==> src/rtl/timer_zero_pkg.sv <==
// Purpose: Shared constants for the timer zero counter block.
// Assumes: APB slave with 32-bit data and byte addresses on paddr.
// Notes:   Register offsets are used by design and bench; field positions by the design only.
package timer_zero_pkg;

    ////////////////////////////////////////////////////////////////////////////
    // Register map, byte addresses.
    localparam logic [7:0] ADDR_CTRL = 8'h00;
    localparam logic [7:0] ADDR_LOW  = 8'h04;
    localparam logic [7:0] ADDR_HIGH = 8'h08;
    localparam logic [7:0] ADDR_STAT = 8'h0C;

    ////////////////////////////////////////////////////////////////////////////
    // Control and status register fields.
    localparam int PS_LSB    = 0;
    localparam int PS_W      = 4;
    localparam int WIDTH_BIT = 4;
    localparam int ASYNC_BIT = 5;
    localparam int CS_LSB    = 8;
    localparam int CS_W      = 3;
    localparam int FLAG_BIT  = 0;

    ////////////////////////////////////////////////////////////////////////////
    // Widths and reset values.
    localparam int         DIV_W     = 15;
    localparam logic [7:0] HIGH_RST  = 8'hFF;
    localparam logic [7:0] BYTE_ZERO = 8'h00;
    localparam logic [7:0] BYTE_MAX  = 8'hFF;

    ////////////////////////////////////////////////////////////////////////////
    // Count clock sources.
    typedef enum logic [2:0] {
        CS_PIN     = 3'b000,
        CS_PIN_INV = 3'b001,
        CS_SYS_DV4 = 3'b010,
        CS_HF_OSC  = 3'b011,
        CS_LF_OSC  = 3'b100,
        CS_SEC_OSC = 3'b101,
        CS_RSV_6   = 3'b110,
        CS_RSV_7   = 3'b111
    } clk_src_t;

endpackage

==> src/rtl/timer_zero_counter.sv <==
// Purpose: Timer zero, an 8-bit period-match or 16-bit free-running counter.
// Assumes: All source inputs are levels synchronous to pclk, counted by edge.
// Notes:   Registers sit on APB; reads capture data in the setup cycle.
//
// What this block does
// - One width-select bit chooses between an 8-bit and a 16-bit counter.
// - The counter steps by one on each rising edge of the prescaled count clock.
// - A prescaler divides the selected source by two to the power of its select field.
// - In 8-bit width a buffered period copy is compared with the low byte each count.
// - On an 8-bit match the low byte clears and the buffer reloads from the high register.
// - In 16-bit width reading the low byte latches the upper count into the high register.
// - In 16-bit width a high write only fills a buffer that a low write moves into the count.
// - In 16-bit width the count wraps from all ones to zero and runs on.
// - Source codes 101, 100, 011, 010 pick secondary, low, high oscillators and sysclk/4.
// - Source codes 001 and 000 take the external pin, inverted and plain.
// - Software chooses synchronised or unsynchronised counting.
`timescale 1ns/1ps
module timer_zero_counter
(
    // Clock and reset.
    input  wire logic        pclk,
    input  wire logic        presetn,
    // APB slave.
    input  wire logic        psel,
    input  wire logic        penable,
    input  wire logic        pwrite,
    input  wire logic [7:0]  paddr,
    input  wire logic [31:0] pwdata,
    output logic      [31:0] prdata,
    output logic             pready,
    output logic             pslverr,
    // Count clock sources.
    input  wire logic        ext_pin,
    input  wire logic        secondary_oscillator,
    input  wire logic        low_freq_internal_osc,
    input  wire logic        high_freq_internal_osc
);

    ////////////////////////////////////////////////////////////////////////////
    // State.
    typedef struct packed {
        logic [3:0]                      prescale_select;
        logic                            counter_width_select;
        logic                            async_mode;
        timer_zero_pkg::clk_src_t        clock_source_select;
        logic [7:0]                      count_low_byte;
        logic [7:0]                      count_upper;
        logic [7:0]                      count_high_byte;
        logic [7:0]                      period_buf;
        logic                            flag;
        logic [31:0]                     rdata;
        logic                            src_q;
        logic                            pre_q;
        logic                            sync1;
        logic                            sync2;
        logic                            sync3;
        logic [timer_zero_pkg::DIV_W-1:0] div;
        logic [1:0]                      sys_div;
    } state_t;

    state_t st;
    state_t next_st;

    logic        src;
    logic        src_rise;
    logic        pre_clk;
    logic        tick;
    logic        match;
    logic        wrap;
    logic        evt;
    logic        setup;
    logic        rd_setup;
    logic        wr;
    logic        mapped;
    logic [15:0] count16;

    ////////////////////////////////////////////////////////////////////////////
    // Source select and prescaler.
    always_comb
    begin
        case (st.clock_source_select)
            timer_zero_pkg::CS_PIN:     src = ext_pin;
            timer_zero_pkg::CS_PIN_INV: src = ~ext_pin;
            timer_zero_pkg::CS_SYS_DV4: src = st.sys_div[1];
            timer_zero_pkg::CS_HF_OSC:  src = high_freq_internal_osc;
            timer_zero_pkg::CS_LF_OSC:  src = low_freq_internal_osc;
            timer_zero_pkg::CS_SEC_OSC: src = secondary_oscillator;
            default:                    src = 1'b0;
        endcase
    end

    assign src_rise = src & ~st.src_q;
    // A ratio of one passes the source straight through; others tap the divider.
    assign pre_clk  = (st.prescale_select == 4'h0) ? src
                    : st.div[4'(st.prescale_select - 4'h1)];

    // The unsynchronised path saves two cycles of latency but sees the raw level.
    assign tick = st.async_mode ? (pre_clk & ~st.pre_q)
                                : (st.sync2 & ~st.sync3);

    assign count16 = {st.count_upper, st.count_low_byte};
    assign match   = st.count_low_byte == st.period_buf;
    assign wrap    = count16 == {timer_zero_pkg::BYTE_MAX, timer_zero_pkg::BYTE_MAX};
    assign evt     = tick & (st.counter_width_select ? wrap : match);

    ////////////////////////////////////////////////////////////////////////////
    // APB decode.
    assign setup    = psel & ~penable;
    assign rd_setup = setup & ~pwrite;
    assign wr       = psel & penable & pwrite;
    assign mapped   = (paddr == timer_zero_pkg::ADDR_CTRL) | (paddr == timer_zero_pkg::ADDR_LOW)
                    | (paddr == timer_zero_pkg::ADDR_HIGH) | (paddr == timer_zero_pkg::ADDR_STAT);
    assign pready   = 1'b1;
    assign pslverr  = psel & penable & ~mapped;
    assign prdata   = st.rdata;

    ////////////////////////////////////////////////////////////////////////////
    // Next state.
    always_comb
    begin
        next_st         = st;
        next_st.src_q   = src;
        next_st.pre_q   = pre_clk;
        next_st.sync1   = pre_clk;
        next_st.sync2   = st.sync1;
        next_st.sync3   = st.sync2;
        next_st.sys_div = st.sys_div + 2'h1;
        if (src_rise)
        begin
            next_st.div = st.div + 15'h0001;
        end
        if (tick)
        begin
            if (st.counter_width_select)
            begin
                // Rolls over from all ones to zero.
                {next_st.count_upper, next_st.count_low_byte} = count16 + 16'h0001;
            end
            else if (match)
            begin
                next_st.count_low_byte = timer_zero_pkg::BYTE_ZERO;
                next_st.period_buf     = st.count_high_byte;
            end
            else
            begin
                next_st.count_low_byte = st.count_low_byte + 8'h01;
            end
        end
        if (rd_setup)
        begin
            case (paddr)
                timer_zero_pkg::ADDR_CTRL:
                begin
                    next_st.rdata = 32'h0000_0000;
                    next_st.rdata[timer_zero_pkg::PS_LSB +: timer_zero_pkg::PS_W] =
                        st.prescale_select;
                    next_st.rdata[timer_zero_pkg::WIDTH_BIT] = st.counter_width_select;
                    next_st.rdata[timer_zero_pkg::ASYNC_BIT] = st.async_mode;
                    next_st.rdata[timer_zero_pkg::CS_LSB +: timer_zero_pkg::CS_W] =
                        st.clock_source_select;
                end
                timer_zero_pkg::ADDR_LOW:
                begin
                    next_st.rdata = {24'h00_0000, st.count_low_byte};
                    if (st.counter_width_select)
                    begin
                        next_st.count_high_byte = st.count_upper;
                    end
                end
                timer_zero_pkg::ADDR_HIGH: next_st.rdata = {24'h00_0000, st.count_high_byte};
                timer_zero_pkg::ADDR_STAT: next_st.rdata = {31'h0000_0000, st.flag};
                default:                   next_st.rdata = 32'h0000_0000;
            endcase
        end
        if (wr)
        begin
            case (paddr)
                timer_zero_pkg::ADDR_CTRL:
                begin
                    next_st.prescale_select =
                        pwdata[timer_zero_pkg::PS_LSB +: timer_zero_pkg::PS_W];
                    next_st.counter_width_select = pwdata[timer_zero_pkg::WIDTH_BIT];
                    next_st.async_mode           = pwdata[timer_zero_pkg::ASYNC_BIT];
                    next_st.clock_source_select  = timer_zero_pkg::clk_src_t'(
                        pwdata[timer_zero_pkg::CS_LSB +: timer_zero_pkg::CS_W]);
                end
                timer_zero_pkg::ADDR_LOW:
                begin
                    // A software write beats a count in the same cycle.
                    next_st.count_low_byte = pwdata[7:0];
                    if (st.counter_width_select)
                    begin
                        next_st.count_upper = st.count_high_byte;
                    end
                end
                timer_zero_pkg::ADDR_HIGH: next_st.count_high_byte = pwdata[7:0];
                timer_zero_pkg::ADDR_STAT:
                begin
                    if (pwdata[timer_zero_pkg::FLAG_BIT])
                    begin
                        next_st.flag = 1'b0;
                    end
                end
                default: next_st.flag = st.flag;
            endcase
        end
        if (evt)
        begin
            next_st.flag = 1'b1;
        end
    end

    always_ff @(posedge pclk or negedge presetn)
    begin
        if (!presetn)
        begin
            st <= '{count_high_byte:     timer_zero_pkg::HIGH_RST,
                    period_buf:          timer_zero_pkg::HIGH_RST,
                    clock_source_select: timer_zero_pkg::CS_PIN,
                    default:             '0};
        end
        else
        begin
            st <= next_st;
        end
    end

    logic wr_low;
    logic wr_high;
    assign wr_low  = wr & (paddr == timer_zero_pkg::ADDR_LOW);
    assign wr_high = wr & (paddr == timer_zero_pkg::ADDR_HIGH);
endmodule // timer_zero_counter

==> config.mk <==
export PLATFORM = sky130hd
export DESIGN_NAME = timer_zero_counter
export DESIGN_NICKNAME = d
export VERILOG_FILES = /design/src/rtl/timer_zero_pkg.sv /design/src/rtl/timer_zero_counter.sv
export SDC_FILE = /design/constraint.sdc
export NUM_CORES = 1
export LEC_CHECK = 0
export ABC_AREA = 1
export ABC_CLOCK_PERIOD_IN_PS = 3500
export BUFFER_PORTS_ARGS = -buffer_cell sky130_fd_sc_hd__buf_2
export CORE_ASPECT_RATIO = 2
export CORE_MARGIN = 5
export CORE_UTILIZATION = 40
export CTS_CLUSTER_SIZE = 8
export DETAILED_ROUTE_END_ITERATION = 10
export MAX_ROUTING_LAYER = met4
export PLACE_DENSITY_LB_ADDON = 0.12
export REMOVE_ABC_BUFFERS = 1
export SETUP_SLACK_MARGIN = 0.4
export SYNTH_ARGS = -nofsm -noshare
export SYNTH_HDL_FRONTEND = slang
export SYNTH_SLANG_ARGS = --single-unit
export TNS_END_PERCENT = 30
==> constraint.sdc <==
create_clock -name pclk -period 3.5 [get_ports pclk]
set_clock_uncertainty 0.1 [all_clocks]
set_input_delay 0.35 -clock pclk [delete_from_list [all_inputs] [get_ports pclk]]
set_output_delay 0.35 -clock pclk [all_outputs]
set_load 0.02 [all_outputs]
# --- Word-level counts from Yosys, hierarchy flattened ---
# Cells that the tools add are included.
word_totals:
  reg_bits: 95
  latchBits: 0
  ram_bits: 0
  romBits: 0
  input_bits: 49
  out_inout_bits: 34
  wordCells: 83
  mem_count: 0
op_classes:
  n_addsub: 5
  mul: 0
  div: 0
  n_lt_le_gt_ge: 1
  eq_ne: 10
  shifts: 0
  muxes: 22
  bitwise: 20
  n_reduce_logical: 9
op_table:
  columns: ["op", "n"]
  rows:
  - ["2-to-1 mux 8 bit", 8]
  - ["one-hot mux 11 bit (4 select lines)", 1]
  - ["2-to-1 mux 16 bit", 2]
  - ["2-to-1 mux 24 bit", 1]
  - ["adder 16 x 1 -> 16 bit, second input constant", 1]
  - ["== test 16 bit, second input constant", 1]
  - ["== test 8 x 4 -> 1 bit, second input constant", 2]
  - ["adder 15 x 1 -> 15 bit, second input constant", 1]
  - ["AND 1 bit", 9]
  - ["adder 8 x 1 -> 8 bit, second input constant", 1]
  - ["== test 8 x 3 -> 1 bit, second input constant", 1]
  - ["== test 8 bit", 1]
  - ["logical NOT 8 bit", 1]
  - ["2-to-1 mux 1 bit", 8]
  - ["inverter 1 bit", 8]
  - ["== test 3 x 2 -> 1 bit, second input constant", 2]
  - ["== test 3 bit, second input constant", 2]
  - ["one-hot mux 1 bit (6 select lines)", 1]
  - ["AND reduction 3 bit", 2]
  - ["nonzero test 2 bit", 3]
  - ["less-than comparator 4 x 5 -> 1 bit, second input constant", 1]
  - ["binary-select mux 1 bit (select 4 bit)", 1]
  - ["logical NOT 4 bit", 1]
  - ["subtractor 4 x 1 -> 4 bit, second input constant", 1]
  - ["5 further kinds", 7]

# --- Longest topological paths before layout ---
depth:
  depth_word: 10
  mapped_depth: 18
  ltp_nobuf: 16

# --- Least setup slack after synthesis ---
# OpenSTA, ideal clock, no wires.
synth_path:
  path_type: "reg-to-reg"
  start: "reg st[92] (netlist name)"
  end: "reg st[61] (netlist name)"
  setup_ns: 0.077
  arrival_time_ns: 1.894
  t_required_ns: 3.323
  slack_ns: 1.429
  stages_incl_launch_ff: 16
  n_path_buf: 2
  synth_period_minus_slack_ns: 2.071
  cell_sequence: "dfrtp_1 -> inv_1 -> buf_6 -> ha_1 -> inv_1 -> nand3_1 -> nand3_1 -> nand3_1 -> nand2_1 -> nand2_1 -> nand3_2 -> a21oi_2 -> nand2_2 -> buf_6 -> nand2_1 -> o21ai_2"
synth_between:
  elab_chain_cells: 7
  elab_cells_between_ends: 8
  classes_between: "add/sub: 1; mux: 4; bitwise: 1; reduce/logical: 2"
synth_lines:
  columns: ["element", "line", "text"]
  rows:
  - ["start, declared", "timer_zero_counter.sv:61", "state_t st;"]
  - ["start signal, assigned", "timer_zero_counter.sv:217", "st <= '{count_high_byte: timer_zero_pkg::HIGH_RST,"]
  - ["start signal, assigned", "timer_zero_counter.sv:224", "st <= next_st;"]
  - ["subtractor 4 x 1 -> 4 bit", "timer_zero_counter.sv:95", ": st.div[4'(st.prescale_select - 4'h1)];"]
  - ["binary-select mux 1 bit (select 4 bit)", "timer_zero_counter.sv:95", null]
  - ["2-to-1 mux 1 bit (implied by the code)", "timer_zero_counter.sv:95", null]
  - ["2-to-1 mux 1 bit *", "timer_zero_counter.sv:94", "assign pre_clk = (st.prescale_select == 4'h0) ? src"]
  - ["AND 1 bit *", "timer_zero_counter.sv:98", "assign tick = st.async_mode ? (pre_clk & ~st.pre_q)"]
  - ["2-to-1 mux 1 bit *", "timer_zero_counter.sv:98", null]
  - ["AND reduction 3 bit (no source line) *", null, null]
# Every way passes the cells marked *; elsewhere a longest branch is shown, timed or not. The select of a mux whose other input is x is not followed.
# A chain may end at the register's enable or synchronous reset.

# --- Worst setup path after layout ---
layout_path:
  start: "reg st[93] (netlist name)"
  end: "reg st[59] (netlist name)"
# The elaborated chain is that of the path after synthesis.

==> summary.txt <==
1st-iter DRT viols = 262
unrepaired setup endpoints after global routing = false
Rows = 57
All-Layer GR Usage = 0.202
CP Cell Sequence = inv_1, ha_1, inv_1, nand2_1, nand3_1, nand3_1, nand2_1, nand2_1, nand3_2, a21oi_2, nand2_2, nand2_1, o21ai_2
CP top delay family = simple AND/OR/NAND/NOR gates
initial antenna violation count = 0
initial core utilization = 0.402
CTS root buf = clkbuf_16
RR Endpoint = st[59]$_DFFE_PN1P_
Placer Congestion = 0.888
Max-slew headroom = 0.359
cell count after synthesis = 651
most frequent cells in the layout = nand2_1 (180), inv_1 (85), dfrtp_1 (58)
cts repair resizes = 0
setup_tns = 0 ps
antenna cell count = 0
clk sinks = 74
# fillers = 1269
Die Y = 166 um
TritonCTS Buffers = 9
post-cts hold buffer count = 0
max-cap viol count = 0
most common cell after layout, fill and taps aside = nand2_1
R2R cell count = 13
gr ovfl total = 0
clk_lat worst skew = 340 ps
Power Dens Cells = 462 nW/um2
CP peak stage delay = 410 ps
HPWL Detailed = 10300 um
CTS HTree Levels = 3
Worst R2R Start = st[93]$_DFFE_PN0P_
Setup CP Type = reg2reg
fin util = 0.437
Vias = 4232
FMAX = 390 MHz
drt pass-1 iters = 5
P_leak = 2.63 nW
synthesis-stage register bit count = 74
worst-path fanout max = 16
DIE WIDTH = 87.9 um
multi-input logic area = 2340 um2
vias per cell = 5.13
Max Buffers Root-to-Sink = 2
reg-to-reg slack, setup = 940 ps
most frequent CP cell = nand2_1
IO Pins = 83
Seq/Total Area, Yosys = 0.386
first-pass GRT wire length = 22200 um
postcts setup bufs = 0
slowest CP cell = dfrtp_1
Min-Delay Path Class = in2async
Die ar. = 14600 um2
CP Data Required Time = 3660 ps
final hold vios = 0
Synthesis Warnings = 0
Slew @ Worst Pin = 961 ps
number of global-route vias before repair = 4437
setup violators final = 0
area of the mapped netlist = 4850 um2
register area = 1870 um2
Avg Cell Area, Syn = 7.45 um2
nets@finish = 726
CP Data Arrival Time = 2720 ps
Netlist cell types = 43
post-route minimum period = 2560 ps
CP Launch Type = flip-flop
Slew Limit Fails = 0
input/output buffers = 39
Layout area overhead = 8.49%
CTS tree = done
clock slew seen by the registers of the worst setup and hold paths = 60 ps
DRT antenna net count = 0
Final period util = 0.732
Core ar. = 12100 um2
DRT Wirelength = 13500 um
DRC Markers = 0
layout cells sized above 1 = 0.159
largest net degree at the start of global routing = 75
Worst Setup End Kind = flip-flop
CP bufs+invs = 2
VDD IR max = 0.000279 V
WL per Instance = 16.3 um
status = completed
## worst max path at each step
stage,start,endpoint,slack (ps),cells past startpoint
2_1_floorplan,st[92]$_DFFE_PN0P_,st[55]$_DFFE_PN1P_,1230,13
3_3_place_gp,st[93]$_DFFE_PN0P_,st[56]$_DFFE_PN1P_,990,13
4_1_cts,st[93]$_DFFE_PN0P_,st[62]$_DFFE_PN1P_,950,13
3_5_place_dp,st[93]$_DFFE_PN0P_,st[62]$_DFFE_PN1P_,980,13
5_1_grt,st[93]$_DFFE_PN0P_,st[58]$_DFFE_PN1P_,680,13
6_report,st[93]$_DFFE_PN0P_,st[59]$_DFFE_PN1P_,940,13
## worst reg2reg max path, cell delays in order, from the launching register on
cell	delay [ps]
dfrtp_1	410
inv_1	130
ha_1	390
inv_1	120
nand2_1	90
nand3_1	80
nand3_1	90
nand2_1	80
nand2_1	100
nand3_2	120
a21oi_2	280
nand2_2	290
nand2_1	160
o21ai_2	60
## report_power, final
group / switching (W) / internal [W]
Combinational: 0.000274 / 0.000156
Clock: 0.000374 / 0.000590
Sequential: 0.0000908 / 0.000945
Total: 0.000738 / 0.00169
## cells by family (layout without fill, tap and decap cells)
kind of cell             after synthesis  count (layout)  synth area share
flip-flops                            74              74             0.386
XOR/XNOR                              23              23            0.0415
AO/OA/AOI/OAI                         84              84             0.104
other                                  2              22           0.00155
adder cells (fa/ha/maj)                4               4            0.0103
buffers and inverters                142             149             0.147
AND/OR/NAND/NOR                      322             322             0.310
## per-stage QoR
stage          hold slack, ps  worst slack, ps  cell area [um2]  total power, W  cells
2_1_floorplan           -45.6             1230             4560         0.00134    621
3_3_place_gp              258              994             4960         0.00147    809
3_5_place_dp              266              975             4960         0.00148    809
4_1_cts                   111              954             5260         0.00246    825
5_1_grt                   141              678             5260         0.00256    825
6_report                 41.6              936             5260         0.00243    825
## metal layers
| metal | track usage | wire [um] | vias to the layer above |
|---|---|---|---|
| met2 | 0.377 | 7880 | 125 |
| met1 | 0.201 | 4680 | 1996 |
| li1 | - | - | 2079 |
| met5 | - | 0 | - |
| met4 | 0.0802 | 420 | 0 |
| met3 | 0.0303 | 491 | 32 |
## cells in the mapped netlist
library cell	n	area, um2
or2_1	1	6.26
inv_2	7	26.3
nand2_2	3	18.8
nor4_1	2	12.5
a21oi_1	15	75.1
nor2_1	30	113
nor3_1	14	70.1
nand4_2	2	25.0
nand3_2	1	10.0
nand2_1	180	676
buf_4	34	255
and3_1	2	12.5
nand3_1	57	285
dfstp_2	16	420
o21ai_2	8	70.1
a22o_1	1	8.76
dfrtp_1	58	1450
xnor2_1	8	70.1
nor2_2	1	6.26
o211ai_1	10	75.1
nand2_4	3	33.8
o21ai_0	34	170
xor2_1	15	131
o31ai_1	3	22.5
nor2_4	3	33.8
o21ai_1	1	5.00
nand3b_1	3	22.5
buf_6	6	67.6
nor3_2	2	20.0
nand4_1	12	75.1
ha_1	4	50.1
buf_2	5	25.0
or2_2	1	6.26
or2_4	1	8.76
o2111ai_1	1	8.76
nor4_4	2	42.5
nand3_4	1	17.5
conb_1	2	7.51
o22ai_1	10	62.6
clkbuf_1	5	18.8
inv_1	85	319
and2_1	1	6.26
a21oi_2	1	8.76
## layout make-up
cell class	count	area share
multi-input cells	455	0.445
flip-flops and latches	74	0.356
inverters	92	0.0656
clock buffers	12	0.0487
repair buffers	41	0.0404
well taps	147	0.0349
clock inverters	4	0.00951
Note: power is estimated with default switching activity, not from simulation.
